--- src/hw/mcd_pkg.sv ---
// shared constants and types for the memory clock deskew generator
package mcd_pkg;

  // delay steps per core clock period
  localparam int unsigned STEPS       = 128;
  localparam int unsigned STEP_W      = 7;
  localparam logic [6:0]  STEP_ZERO   = 7'h00;
  localparam logic [6:0]  STEP_HALF   = 7'h40;
  localparam logic [6:0]  STEP_LAST   = 7'h7F;
  localparam logic [6:0]  STEP_ONE    = 7'h01;

  // output counts and command width
  localparam int unsigned MEM_CLKS    = 4;
  localparam int unsigned CPU_CLKS    = 3;
  localparam int unsigned CMD_W       = 8;

  // count runs from the launch rise; only the return edge detector adds a step
  localparam logic [6:0]  MEAS_LATENCY = 7'h01;

  // ceiling of the agreement count; the advance is taken on the third equal measurement in a row
  localparam logic [1:0]  LOCK_HITS   = 2'h2;
  localparam logic [1:0]  HITS_ZERO   = 2'h0;
  localparam logic [1:0]  HITS_ONE    = 2'h1;

  // mclk period in ns, one step per mclk cycle
  localparam int unsigned MCLK_PERIOD_NS = 20;

  typedef enum logic [1:0] {
    MCD_WAIT  = 2'b00,
    MCD_COUNT = 2'b01,
    MCD_EVAL  = 2'b10
  } mcd_state_t;

  // clock level for a given step position: high in the first half
  function automatic logic mcd_clk_level(input logic [6:0] pos);
    mcd_clk_level = (pos < STEP_HALF);
  endfunction

  // step position shifted forward by an advance, wrapping at one period
  function automatic logic [6:0] mcd_advance(input logic [6:0] pos,
                                             input logic [6:0] adv);
    logic [7:0] sum;
    sum = {1'b0, pos} + {1'b0, adv};
    mcd_advance = sum[6:0];
  endfunction

endpackage

--- src/hw/mcd_rise_det.sv ---
// rising edge detector for the feedback return input
`timescale 1ns/1ns
module mcd_rise_det (
  // clock and reset
  input  wire logic mclk_i,
  input  wire logic resetn_i,
  // level in, one-cycle pulse out
  input  wire logic level_i,
  output logic      rise_o
);

  logic prev;

  always_ff @(posedge mclk_i or negedge resetn_i) begin
    if (!resetn_i) begin
      prev <= 1'b0;
    end else begin
      prev <= level_i;
    end
  end

  always_ff @(posedge mclk_i or negedge resetn_i) begin
    if (!resetn_i) begin
      rise_o <= 1'b0;
    end else begin
      rise_o <= level_i & ~prev;
    end
  end

endmodule // mcd_rise_det

--- src/hw/mcd_deskew_dll.sv ---
// delay-locked memory clock generator with feedback loop measurement
//
// Notes on behaviour
// four memory clocks from the generator
// core period split into 128 steps
// launch feedback clock, count steps to return
// advance memory clocks by measured loop delay
// memory command signals stay on core clock
// advance only memory, cpu, launch clocks
// keep measuring, hold last valid count
`timescale 1ns/1ns
module mcd_deskew_dll (
  // clock and reset
  input  wire logic                         mclk_i,
  input  wire logic                         resetn_i,
  // board feedback loop
  output logic                              fb_launch_o,
  input  wire logic                         fb_return_i,
  // generated clocks
  output logic                              core_clk_o,
  output logic [mcd_pkg::MEM_CLKS-1:0]      mem_clk_o,
  output logic [mcd_pkg::CPU_CLKS-1:0]      cpu_clk_o,
  // memory command path, core-clock timed
  input  wire logic [mcd_pkg::CMD_W-1:0]    mem_cmd_i,
  output logic [mcd_pkg::CMD_W-1:0]         mem_cmd_o,
  // status
  output logic                              locked_o,
  output logic                              meas_miss_o,
  output logic [mcd_pkg::STEP_W-1:0]        advance_o
);

  // step position within the core period; one mclk cycle is one step
  logic [6:0]         phase;
  logic [6:0]         advance;
  logic [6:0]         adv_phase;
  logic               adv_level;
  logic               core_level;
  logic               launch_edge;
  logic               return_rise;

  mcd_pkg::mcd_state_t state;
  mcd_pkg::mcd_state_t next_state;

  logic [6:0]         meas_cnt;
  logic [6:0]         meas_val;
  logic [6:0]         last_meas;
  logic [1:0]         hits;
  logic               meas_done;
  logic               meas_timeout;

  always_ff @(posedge mclk_i or negedge resetn_i) begin
    if (!resetn_i) begin
      phase <= mcd_pkg::STEP_ZERO;
    end else begin
      phase <= phase + mcd_pkg::STEP_ONE;
    end
  end

  // advanced position leads the core position by the held advance
  assign adv_phase   = mcd_pkg::mcd_advance(phase, advance);
  assign adv_level   = mcd_pkg::mcd_clk_level(adv_phase);
  assign core_level  = mcd_pkg::mcd_clk_level(phase);
  assign launch_edge = (adv_phase == mcd_pkg::STEP_ZERO);

  // all clocks pass one register so their relative skew is only the advance
  always_ff @(posedge mclk_i or negedge resetn_i) begin
    if (!resetn_i) begin
      core_clk_o <= 1'b0;
    end else begin
      core_clk_o <= core_level;
    end
  end

  always_ff @(posedge mclk_i or negedge resetn_i) begin
    if (!resetn_i) begin
      mem_clk_o <= '0;
    end else begin
      mem_clk_o <= {mcd_pkg::MEM_CLKS{adv_level}};
    end
  end

  always_ff @(posedge mclk_i or negedge resetn_i) begin
    if (!resetn_i) begin
      cpu_clk_o <= '0;
    end else begin
      cpu_clk_o <= {mcd_pkg::CPU_CLKS{adv_level}};
    end
  end

  always_ff @(posedge mclk_i or negedge resetn_i) begin
    if (!resetn_i) begin
      fb_launch_o <= 1'b0;
    end else begin
      fb_launch_o <= adv_level;
    end
  end

  // command path sampled at the core rising edge, never at the advanced one
  always_ff @(posedge mclk_i or negedge resetn_i) begin
    if (!resetn_i) begin
      mem_cmd_o <= '0;
    end else if (phase == mcd_pkg::STEP_ZERO) begin
      mem_cmd_o <= mem_cmd_i;
    end
  end

  mcd_rise_det u_ret_det (
    .mclk_i   (mclk_i),
    .resetn_i (resetn_i),
    .level_i  (fb_return_i),
    .rise_o   (return_rise)
  );

  assign meas_done    = (state == mcd_pkg::MCD_COUNT) && return_rise;
  assign meas_timeout = (state == mcd_pkg::MCD_COUNT) && !return_rise
                        && (meas_cnt == mcd_pkg::STEP_LAST);

  always_comb begin
    next_state = state;
    case (state)
      mcd_pkg::MCD_WAIT: begin
        if (launch_edge) begin
          next_state = mcd_pkg::MCD_COUNT;
        end
      end
      mcd_pkg::MCD_COUNT: begin
        if (meas_done) begin
          next_state = mcd_pkg::MCD_EVAL;
        end else if (meas_timeout) begin
          next_state = mcd_pkg::MCD_WAIT;
        end
      end
      mcd_pkg::MCD_EVAL: begin
        next_state = mcd_pkg::MCD_WAIT;
      end
      default: begin
        next_state = mcd_pkg::MCD_WAIT;
      end
    endcase
  end

  always_ff @(posedge mclk_i or negedge resetn_i) begin
    if (!resetn_i) begin
      state <= mcd_pkg::MCD_WAIT;
    end else begin
      state <= next_state;
    end
  end

  // step counter, started by the launch edge
  always_ff @(posedge mclk_i or negedge resetn_i) begin
    if (!resetn_i) begin
      meas_cnt <= mcd_pkg::STEP_ZERO;
    end else if (state == mcd_pkg::MCD_WAIT) begin
      meas_cnt <= mcd_pkg::STEP_ZERO;
    end else if (state == mcd_pkg::MCD_COUNT && !return_rise) begin
      meas_cnt <= meas_cnt + mcd_pkg::STEP_ONE;
    end
  end

  // loop delay with the internal pipeline taken out, floored at zero
  always_ff @(posedge mclk_i or negedge resetn_i) begin
    if (!resetn_i) begin
      meas_val <= mcd_pkg::STEP_ZERO;
    end else if (meas_done) begin
      if (meas_cnt > mcd_pkg::MEAS_LATENCY) begin
        meas_val <= meas_cnt - mcd_pkg::MEAS_LATENCY;
      end else begin
        meas_val <= mcd_pkg::STEP_ZERO;
      end
    end
  end

  // agreement filter: one noisy return cannot jerk the clocks
  always_ff @(posedge mclk_i or negedge resetn_i) begin
    if (!resetn_i) begin
      hits <= mcd_pkg::HITS_ZERO;
    end else if (meas_timeout) begin
      hits <= mcd_pkg::HITS_ZERO;
    end else if (state == mcd_pkg::MCD_EVAL) begin
      if (meas_val != last_meas) begin
        hits <= mcd_pkg::HITS_ZERO;
      end else if (hits != mcd_pkg::LOCK_HITS) begin
        hits <= hits + mcd_pkg::HITS_ONE;
      end
    end
  end

  always_ff @(posedge mclk_i or negedge resetn_i) begin
    if (!resetn_i) begin
      last_meas <= mcd_pkg::STEP_ZERO;
    end else if (state == mcd_pkg::MCD_EVAL) begin
      last_meas <= meas_val;
    end
  end

  // advance changes only on an agreed measurement; otherwise held
  always_ff @(posedge mclk_i or negedge resetn_i) begin
    if (!resetn_i) begin
      advance <= mcd_pkg::STEP_ZERO;
    end else if (state == mcd_pkg::MCD_EVAL && meas_val == last_meas
                 && hits >= mcd_pkg::HITS_ONE) begin
      advance <= meas_val;
    end
  end

  always_ff @(posedge mclk_i or negedge resetn_i) begin
    if (!resetn_i) begin
      locked_o <= 1'b0;
    end else if (state == mcd_pkg::MCD_EVAL && meas_val == last_meas
                 && hits >= mcd_pkg::HITS_ONE) begin
      locked_o <= 1'b1;
    end
  end

  // miss flag tracks the latest attempt; lock and advance survive a miss
  always_ff @(posedge mclk_i or negedge resetn_i) begin
    if (!resetn_i) begin
      meas_miss_o <= 1'b0;
    end else if (meas_timeout) begin
      meas_miss_o <= 1'b1;
    end else if (meas_done) begin
      meas_miss_o <= 1'b0;
    end
  end

  always_ff @(posedge mclk_i or negedge resetn_i) begin
    if (!resetn_i) begin
      advance_o <= mcd_pkg::STEP_ZERO;
    end else begin
      advance_o <= advance;
    end
  end

endmodule // mcd_deskew_dll

--- config.mk ---
export PLATFORM = sky130hd
export DESIGN_NAME = mcd_deskew_dll
export DESIGN_NICKNAME = d
export VERILOG_FILES = /design/src/hw/mcd_pkg.sv /design/src/hw/mcd_rise_det.sv /design/src/hw/mcd_deskew_dll.sv
export SDC_FILE = /design/constraint.sdc
export NUM_CORES = 1
export LEC_CHECK = 0
export BUFFER_PORTS_ARGS = -buffer_cell sky130_fd_sc_hd__buf_2
export CAP_MARGIN = 20
export CORE_MARGIN = 3
export CORE_UTILIZATION = 36
export DETAILED_ROUTE_END_ITERATION = 16
export PLACE_DENSITY_LB_ADDON = 0.2
export REMOVE_ABC_BUFFERS = 1
export SETUP_SLACK_MARGIN = 0.02
export SLEW_MARGIN = 20
export SYNTH_ARGS = -nofsm -noshare
export SYNTH_HDL_FRONTEND = slang
export SYNTH_SLANG_ARGS = --single-unit
--- constraint.sdc ---
create_clock -name mclk_i -period 3.43 [get_ports mclk_i]
set_clock_uncertainty 0.15 [all_clocks]
set_input_delay 0 -clock mclk_i [delete_from_list [all_inputs] [get_ports mclk_i]]
set_output_delay 0 -clock mclk_i [all_outputs]
set_load 0.02 [all_outputs]
== Yosys cells after proc, flatten, opt, wreduce, memory -nomap -nowiden ==
Cells that the tools add are included.
Word-level totals
  register bits: 62
  latch bits: 0
  bits in writable memories: 0
  ROM bits: 0
  memories: 0
Cells by class
  $add $sub $neg: 5
  multipliers: 0
  divide/modulo/power cells: 0
  order comparisons: 4
  equality and inequality tests: 8
  shifts and indexed selects: 0
  muxes and demuxes: 13
  bitwise gates (word level): 2
  reductions and logical operators: 15
Operator list (number)
  two-way mux 7 bit: 3
  adder 7 x 1 -> 7 bit, second input constant: 2
  zero test 7 bit: 2
  less-than comparator 7 bit, second input constant: 2
  two-way mux 2 bit: 7
  adder 7 bit: 1
  equality test 7 bit: 1
  equality test 7 bit, second input constant: 1
  > comparator 7 x 1 -> 1 bit, second input constant: 1
  != test 7 bit: 1
  subtractor 7 x 1 -> 7 bit, second input constant: 1
  nonzero test 2 bit: 3
  logical AND 1 bit: 5
  != test 2 bit, second input constant: 2
  one-hot mux 2 bit (2 select lines): 1
  AND reduction 2 bit: 2
  != test 3 bit, second input constant: 1
  nonzero test 3 bit: 1
  adder 2 x 1 -> 2 bit, second input constant: 1
  equality test 2 x 1 -> 1 bit, second input constant: 1
  equality test 2 bit, second input constant: 1
  >= comparator 2 x 1 -> 1 bit, second input constant: 1
  zero test 2 bit: 1
  two-way mux 1 bit: 2
  other kinds (3): 3

== Logic depth before layout (Yosys ltp) ==
Gate-level depths: netlist of run 1.
  depth in word-level cells: 6
  gate-level depth with buffers: 8
  depth with buffers taken out: 8

== Cells and area by module ==
A second synthesis of run 1 with hierarchy kept.
Unflattened totals
  cell total of the unflattened synthesis: 248
  area, all modules: 2857.7 µm²
Modules (own cells, without submodules)
  mcd_deskew_dll: instances 1, cells each 245, area an instance 2793.9 µm²
  mcd_rise_det: instances 1, cells each 3, area an instance 63.8 µm²

== Worst setup path after synthesis of run 1 ==
No wires, ideal clock.
  path type: register to register
  start: register phase[0]
  end: register fb_launch_o
  setup time: 0.131 ns
  arrival: 1.761 ns
  setup slack: 1.388 ns
  stages on the path, launching flop included: 8
  buffers on the path: 0
  clock period less this slack: 2.042 ns
  path through: dfrtp_1 > ha_1 > inv_1 > fa_1 > nor2b_1 > o31a_1 > a31o_2 > or3_1
On the way
  cells in the longest elaborated chain, start to end: 2
RTL lines
  from (decl): line mcd_deskew_dll.sv:33  | logic [6:0] phase;
  from (signal assigned): line mcd_deskew_dll.sv:53  | phase <= mcd_pkg::STEP_ZERO;
  from (signal assigned): line mcd_deskew_dll.sv:55  | phase <= phase + mcd_pkg::STEP_ONE;
  adder 7 bit: line mcd_pkg.sv:43  | sum = {1'b0, pos} + {1'b0, adv};
  less-than comparator 7 bit: line mcd_pkg.sv:36  | mcd_clk_level = (pos < STEP_HALF);
  net adv_level: line mcd_deskew_dll.sv:36  | logic adv_level;
  to (signal assigned): line mcd_deskew_dll.sv:94  | fb_launch_o <= adv_level;
  to (decl): line mcd_deskew_dll.sv:17  | output logic fb_launch_o,
The timed path passes the listed nets, and every way through them passes these cells.
A chain may end at the register's enable or synchronous reset.

== Worst setup path in the final report of run 1 ==
  start: register phase[0]
  end: register state[0]
On the way
  cells in the longest elaborated chain, start to end: 4
RTL lines
  adder 7 bit: line mcd_pkg.sv:43
  zero test 7 bit: line mcd_deskew_dll.sv:63  | assign launch_edge = (adv_phase == mcd_pkg::STEP_ZERO);
  != test 2 bit (no line)
  AND reduction 2 bit (no line)
  to (signal assigned): line mcd_deskew_dll.sv:144  | state <= mcd_pkg::MCD_WAIT;
  to (signal assigned): line mcd_deskew_dll.sv:146  | state <= next_state;
  to (decl): line mcd_deskew_dll.sv:41  | mcd_pkg::mcd_state_t state;
Every way passes these cells.

==> out/results.tsv, run 1 <==
metric	value	unit
clk_lat worst skew	0.34	ns
Power per Cell Area	423	mW/mm2
fin cells	387	
CP peak stage delay	0.42	ns
initial antenna violation count	0	
clock sink total	60	
Remaining Overflow, GRT	0	
status	complete, no violations	
reg2reg end	state[0]	
# IOs	37	
# placed instances	362	
Iter 0 DRT Violations	53	
Area Overhead vs Synth	18.6	%
final setup TNS	0	ns
Pre-antenna DRT Iters	4	
number of max-cap violations	0	
buffer and inverter count on the worst path	1	
DP Wirelength	3770	um
diode count	0	
core outline area	0.00741	mm2
vias	1833	
RSZ-0062 raised after global routing	no	
Die ar.	0.00889	mm2
GRT Util Overall	13.5	%
deepest level of the CTS H-tree	3	
Vias/cell	4.74	
worst setup path start	phase[0]	
Ys Warns	0	
layout cells sized above 1	28.1	%
Post-CTS Setup Inserts	0	
Post-synth top flop	dfrtp_1	
Cell variety after synth	47	
Mapped Area	0.00281	mm2
top-area cell type share of the netlist area	53.5	%
CP max stage cell	dfrtp_1	
Chip Height	94.3	um
final RePlAce weighted congestion	0.809	
CP required	3.51	ns
Leakage Power	1.65	nW
Die Span X	94.3	um
FF-to-FF path depth	8	
top post-synthesis cells by area	dfrtp_1 54%, mux2_2 8.8%, ha_1 5.8%, xor2_1 3.7%, xnor2_1 2.5%	
fillers	705	
number of flops mapped to enable cells by yosys	0	
endpoints failing setup	0	
Hold Path Class	primary input to asynchronous set/reset pin	
Critical Path, Cell by Cell	ha_1 > inv_1 > fa_1 > nor2b_1 > o31a_1 > a31o_2 > o32ai_1 > o21ai_0	
synthesized flop and latch total	60	
Fmax	459	MHz
Row Count	31	
crit-path max FO	5	
first-pass GRT wire length	8940	um
Cells after Synth	237	
CTS buffer count	9	
Post-synth ARST share	100	%
family with the most delay on the worst path	compound AO/OA/AOI/OAI gates	
pin count of the biggest net entering global routing	48	
starting density of the core	37.9	%
DRC Markers	0	
clock-pin slew on the worst setup and hold paths	0.07	ns
Hold Vio Cnt, Final	0	
Worst EP arrival	2.26	ns
startpoint type of the worst setup path	flip-flop	
Slew Limit Fails	0	
minimum clock period	2.18	ns
final net count	309	
kind of critical path	flip-flop to flip-flop	
WL/cell	13.6	um
slew margin rel.	60.4	%
RR Startpoint	phase[0]	
WL final	5270	um
Final period util	63.6	%
R2R setup slack	1.25	ns
Syn Area/Cell	11.8	um2
vias in the first global route	1795	
CTS tree	done	
worst-margin pin slew	0.594	ns
Power Total	1.41	mW
# port buffers	36	
root buffer cell	clkbuf_8	
top cell type by total area after synthesis	dfrtp_1	
Worst Setup End Kind	flip-flop	
CTS Buffer Depth	2	
Routed Antenna Nets	0	
setup ws final	1.25	ns
Worst IR Drop VDD	0.000189	V
Setup WS pre-CTS	1.20	ns
register area share after synthesis	53.5	%
==> cells by family after synthesis <==
kind of cell             count (synthesis)  synth area share [%]
flip-flops                              60                  53.5
AND/OR/NAND/NOR                         59                  12.0
AO/OA/AOI/OAI                           36                  8.39
buffers and inverters                   26                  4.46
multiplexers                            22                  8.83
XOR/XNOR                                20                  6.24
adder cells (fa/ha/maj)                 14                  6.51
==> flip-flops by register name (all words and copies together), names as in the netlist, 2 cells and up <==
name / cells
mem_cmd_o: 8
advance: 7
meas_val: 7
phase: 7
state: 2
hits: 2
advance_o: 7
meas_cnt: 7
last_meas: 7
==> worst max path at each step <==
stage             endpoint  slack, ns  depth (start not counted)
3_3_place_gp      state[0]       1.31                          8
4_1_cts           state[0]       1.22                          8
2_1_floorplan  fb_launch_o       1.39                          7
3_5_place_dp      state[0]       1.20                          8
6_report          state[0]       1.25                          8
5_1_grt           state[0]       1.10                          8
==> layout make-up <==
type                    instances  area (um2)  area share [%]
clock buffers                  11         151            4.55
clock inverters                 4        25.0           0.752
inverters                      15        56.3            1.69
multi-input cells             151        1180            35.4
flip-flops and latches         60        1500            45.1
well taps                      99         124            3.72
repair buffers                 47         290            8.73
==> power by group <==
part / internal (mW) / switching, mW / leakage, nW
Combinational: 0.0473 / 0.0540 / 0.779
Sequential: 0.727 / 0.0145 / 0.789
Clock: 0.294 / 0.269 / 0.0872
==> cells in the final DEF, fill, tap and decap left out, types with 2 or more instances in the layout <==
master         count
inv_1             15
dlygate4sd3_1     10
buf_2             35
nor3_1             5
xnor2_1            8
clkbuf_8          11
nand3b_1           2
o31ai_1            2
nor2b_1            2
mux2_2            22
nor4_1             3
nand2_1           14
and3_1             2
a31oi_1            2
buf_4              2
ha_1              13
nand4_1            4
xor2_1            12
nor2_1             8
clkinvlp_4         2
a21oi_1            4
dfrtp_1           60
nand3_1            7
o21a_1             3
o21ai_0           12
a21o_1             3
clkinv_2           2
==> timing repair <==
item | 4_1_cts | 5_1_grt
resized for setup | 0 | 0
hold endpoints to repair | 56 | 0
hold buffers | 10 | 0
==> routing by layer <==
layer / vias up / wire length [um] / track usage [%]
li1: 920 / - / -
met4: 0 / 69 / 4.33
met1: 862 / 2510 / 17.0
met3: 7 / 341 / 6.81
met5: - / 0 / 0
met2: 44 / 2350 / 20.0
==> synthesized netlist by cell type (all sizes together) (2+ instances only) <==
library cell / count
dfrtp: 60
mux2: 22
inv: 15
nand2: 14
ha: 13
o21ai: 13
xor2: 12
buf: 8
nor2: 8
xnor2: 8
nand3: 7
nor3: 5
a21oi: 4
nand4: 4
nor4: 4
a21o: 3
clkbuf: 3
nand3b: 3
o21a: 3
a31oi: 2
and2: 2
and3: 2
nor2b: 2
nor3b: 2
o31ai: 2
==> metrics by stage <==
| stage | util [%] | instance area [um2] | hold slack, ns |
|---|---|---|---|
| finish | 44.9 | 3330 | 0.0567 |
| global route | 44.9 | 3330 | 0.0941 |
| floorplan | - | 2740 | -0.446 |
| CTS | 44.9 | 3320 | 0.157 |
| detailed placement | 41.1 | 3050 | -0.0194 |
| global placement | 41.1 | 3050 | -0.0286 |
(Power assumes the default switching activity.)
==> inputs of run 2 (changes only) <==
==> constraint.sdc (replaced) <==
create_clock -name mclk_i -period 1.8 [get_ports mclk_i]
set_clock_uncertainty 0.15 [all_clocks]
set_input_delay 0 -clock mclk_i [delete_from_list [all_inputs] [get_ports mclk_i]]
set_output_delay 0 -clock mclk_i [all_outputs]
set_load 0.02 [all_outputs]
==> out/results.tsv, run 2 (synthesized netlist as in run 1, its figures left out) <==
metric	value	unit
status	finished with violations	
failing checks	setup timing	
met1 Use GR	17.1	%
root buffer cell	clkbuf_8	
starting density of the core	37.9	%
CTS buffer count	9	
WL/cell	13.4	um
reg2reg end	fb_launch_o	
crit-path max FO	3	
R2R setup slack	-0.20	ns
Hold Path Class	primary input to asynchronous set/reset pin	
worst-margin pin slew	0.597	ns
Remaining Overflow, GRT	0	
area occupied by multi-input gates	0.00124	mm2
Worst IR Drop VDD	0.000400	V
# IOs	37	
CP required	1.88	ns
clock sink total	60	
GRT Util Overall	14.1	%
DP Area	0.00340	mm2
vias	2068	
vias in the first global route	2034	
number of max-cap violations	0	
layout cells sized above 1	42.4	%
Setup WS pre-CTS	-0.288	ns
endpoints failing setup	10	
Routed Antenna Nets	0	
minimum clock period	2.00	ns
grt peak-use layer	met2	
Worst EP arrival	2.08	ns
Fmax	500	MHz
Pre-antenna DRT Iters	4	
RSZ-0062 raised after global routing	yes	
Leakage Power	1.94	nW
slew margin rel.	60.0	%
most common cell after layout, fill and taps aside	dfrtp_1	
Die Span X	94.3	um
Die ar.	0.00889	mm2
most frequent cells in the layout	60 x dfrtp_1, 47 x buf_4, 36 x buf_2	
startpoint type of the worst setup path	flip-flop	
core outline area	0.00741	mm2
Finished Cell Area	0.00383	mm2
Slew Limit Fails	0	
max reg flops	8	
clk_lat worst skew	0.35	ns
fillers	671	
Power per Cell Area	760	mW/mm2
Area Overhead vs Synth	36.6	%
diode count	0	
RR Startpoint	advance[0]	
net switching power	0.732	mW
sw frac	25.2	%
Internal	2.18	mW
DP Wirelength	4260	um
initial antenna violation count	0	
WL final	5900	um
CTS tree	done	
final RePlAce weighted congestion	0.764	
M3 GR Usage	5.37	%
Chip Height	94.3	um
final net count	360	
Worst Setup End Kind	flip-flop	
DRC Markers	0	
Iter 0 DRT Violations	66	
Comb power frac	9.8	%
# port buffers	36	
pin count of the biggest net entering global routing	43	
FF/Latch Area	0.00150	mm2
FF-to-FF path depth	7	
deepest level of the CTS H-tree	3	
clock share of power	41.7	%
setup ws final	-0.202	ns
Most flops, register	mem_cmd_o	
kind of critical path	flip-flop to flip-flop	
share of power burned in registers	48.4	%
Row Count	31	
first-pass GRT wire length	9490	um
clock-pin slew on the worst setup and hold paths	0.08	ns
Hold Vio Cnt, Final	0	
Vias/cell	4.71	
CTS Buffer Depth	2	
Final period util	111	%
met2 Use GR	23.3	%
run 2: cell count changes in the layout (fill, tap and decap cells not counted), moves of 2 or more:
cell / previous run / this run
nor4_2: 1 / 3
dlygate4sd3_1: 10 / 12
clkinv_4: 0 / 2
clkbuf_8: 11 / 9
buf_12: 0 / 2
nor4_1: 3 / 1
buf_4: 2 / 47
run 2: cell type report:
cell class              instances  area share, %
multi-input cells             151           32.5
well taps                      99           3.23
clock inverters                 7           1.99
flip-flops and latches         60           39.2
repair buffers                 98           18.4
clock buffers                   9           3.23
inverters                      15           1.47
run 2: layer usage:
layer | vias up | share of wire (%)
li1 | 1021 | -
met1 | 986 | 45
met2 | 53 | 48
met3 | 8 | 6.1
met4 | 0 | 0.97
met5 | - | 0
run 2: through the flow:
| step | setup TNS, ns | std cells | total power, mW | hold slack (ns) | utilization [%] |
|---|---|---|---|---|---|
| after floorplan | -0.459 | 226 | 1.54 | -0.446 | - |
| after global placement | -0.440 | 406 | 1.66 | -0.165 | 45.9 |
| after detailed placement | -0.801 | 406 | 1.67 | -0.159 | 45.9 |
| after CTS | -0.774 | 435 | 2.92 | 0.0362 | 50.7 |
| after global routing | -1.46 | 439 | 3.04 | 0.0674 | 51.7 |
| final | -0.527 | 439 | 2.91 | 0.0439 | 51.7 |
run 2: power groups by stage:
stage / Sequential [mW] / Clock (mW) / Combinational [mW]
2_1_floorplan: 1.45 / 0 / 0.0916
3_3_place_gp: 1.43 / 0 / 0.234
3_5_place_dp: 1.43 / 0 / 0.238
4_1_cts: 1.40 / 1.25 / 0.268
5_1_grt: 1.41 / 1.31 / 0.315
6_report: 1.41 / 1.21 / 0.287
run 2: critical path, stage by stage, from the launching register on:
cell and delay (ns):
dfrtp_1 0.39, ha_2 0.20, inv_2 0.06, fa_2 0.20, nor2b_2 0.05, o31a_1 0.27, a31o_2 0.22, or3_1 0.35
run 2: worst max path at each step:
stage,start,endpoint,slack [ns]
4_1_cts,advance[0],fb_launch_o,-0.20
3_5_place_dp,phase[0],state[0],-0.29
2_1_floorplan,phase[0],fb_launch_o,-0.24
3_3_place_gp,phase[0],state[0],-0.22
6_report,advance[0],fb_launch_o,-0.20
5_1_grt,advance[0],state[0],-0.29
run 2: timing repair:
action	CTS	global route
setup buffers	1	4
hold endpoints to repair	70	0
pin swaps	10	4
hold buffers	12	0
setup endpoints to repair	10	13
gates cloned	0	0
resized for setup	9	8
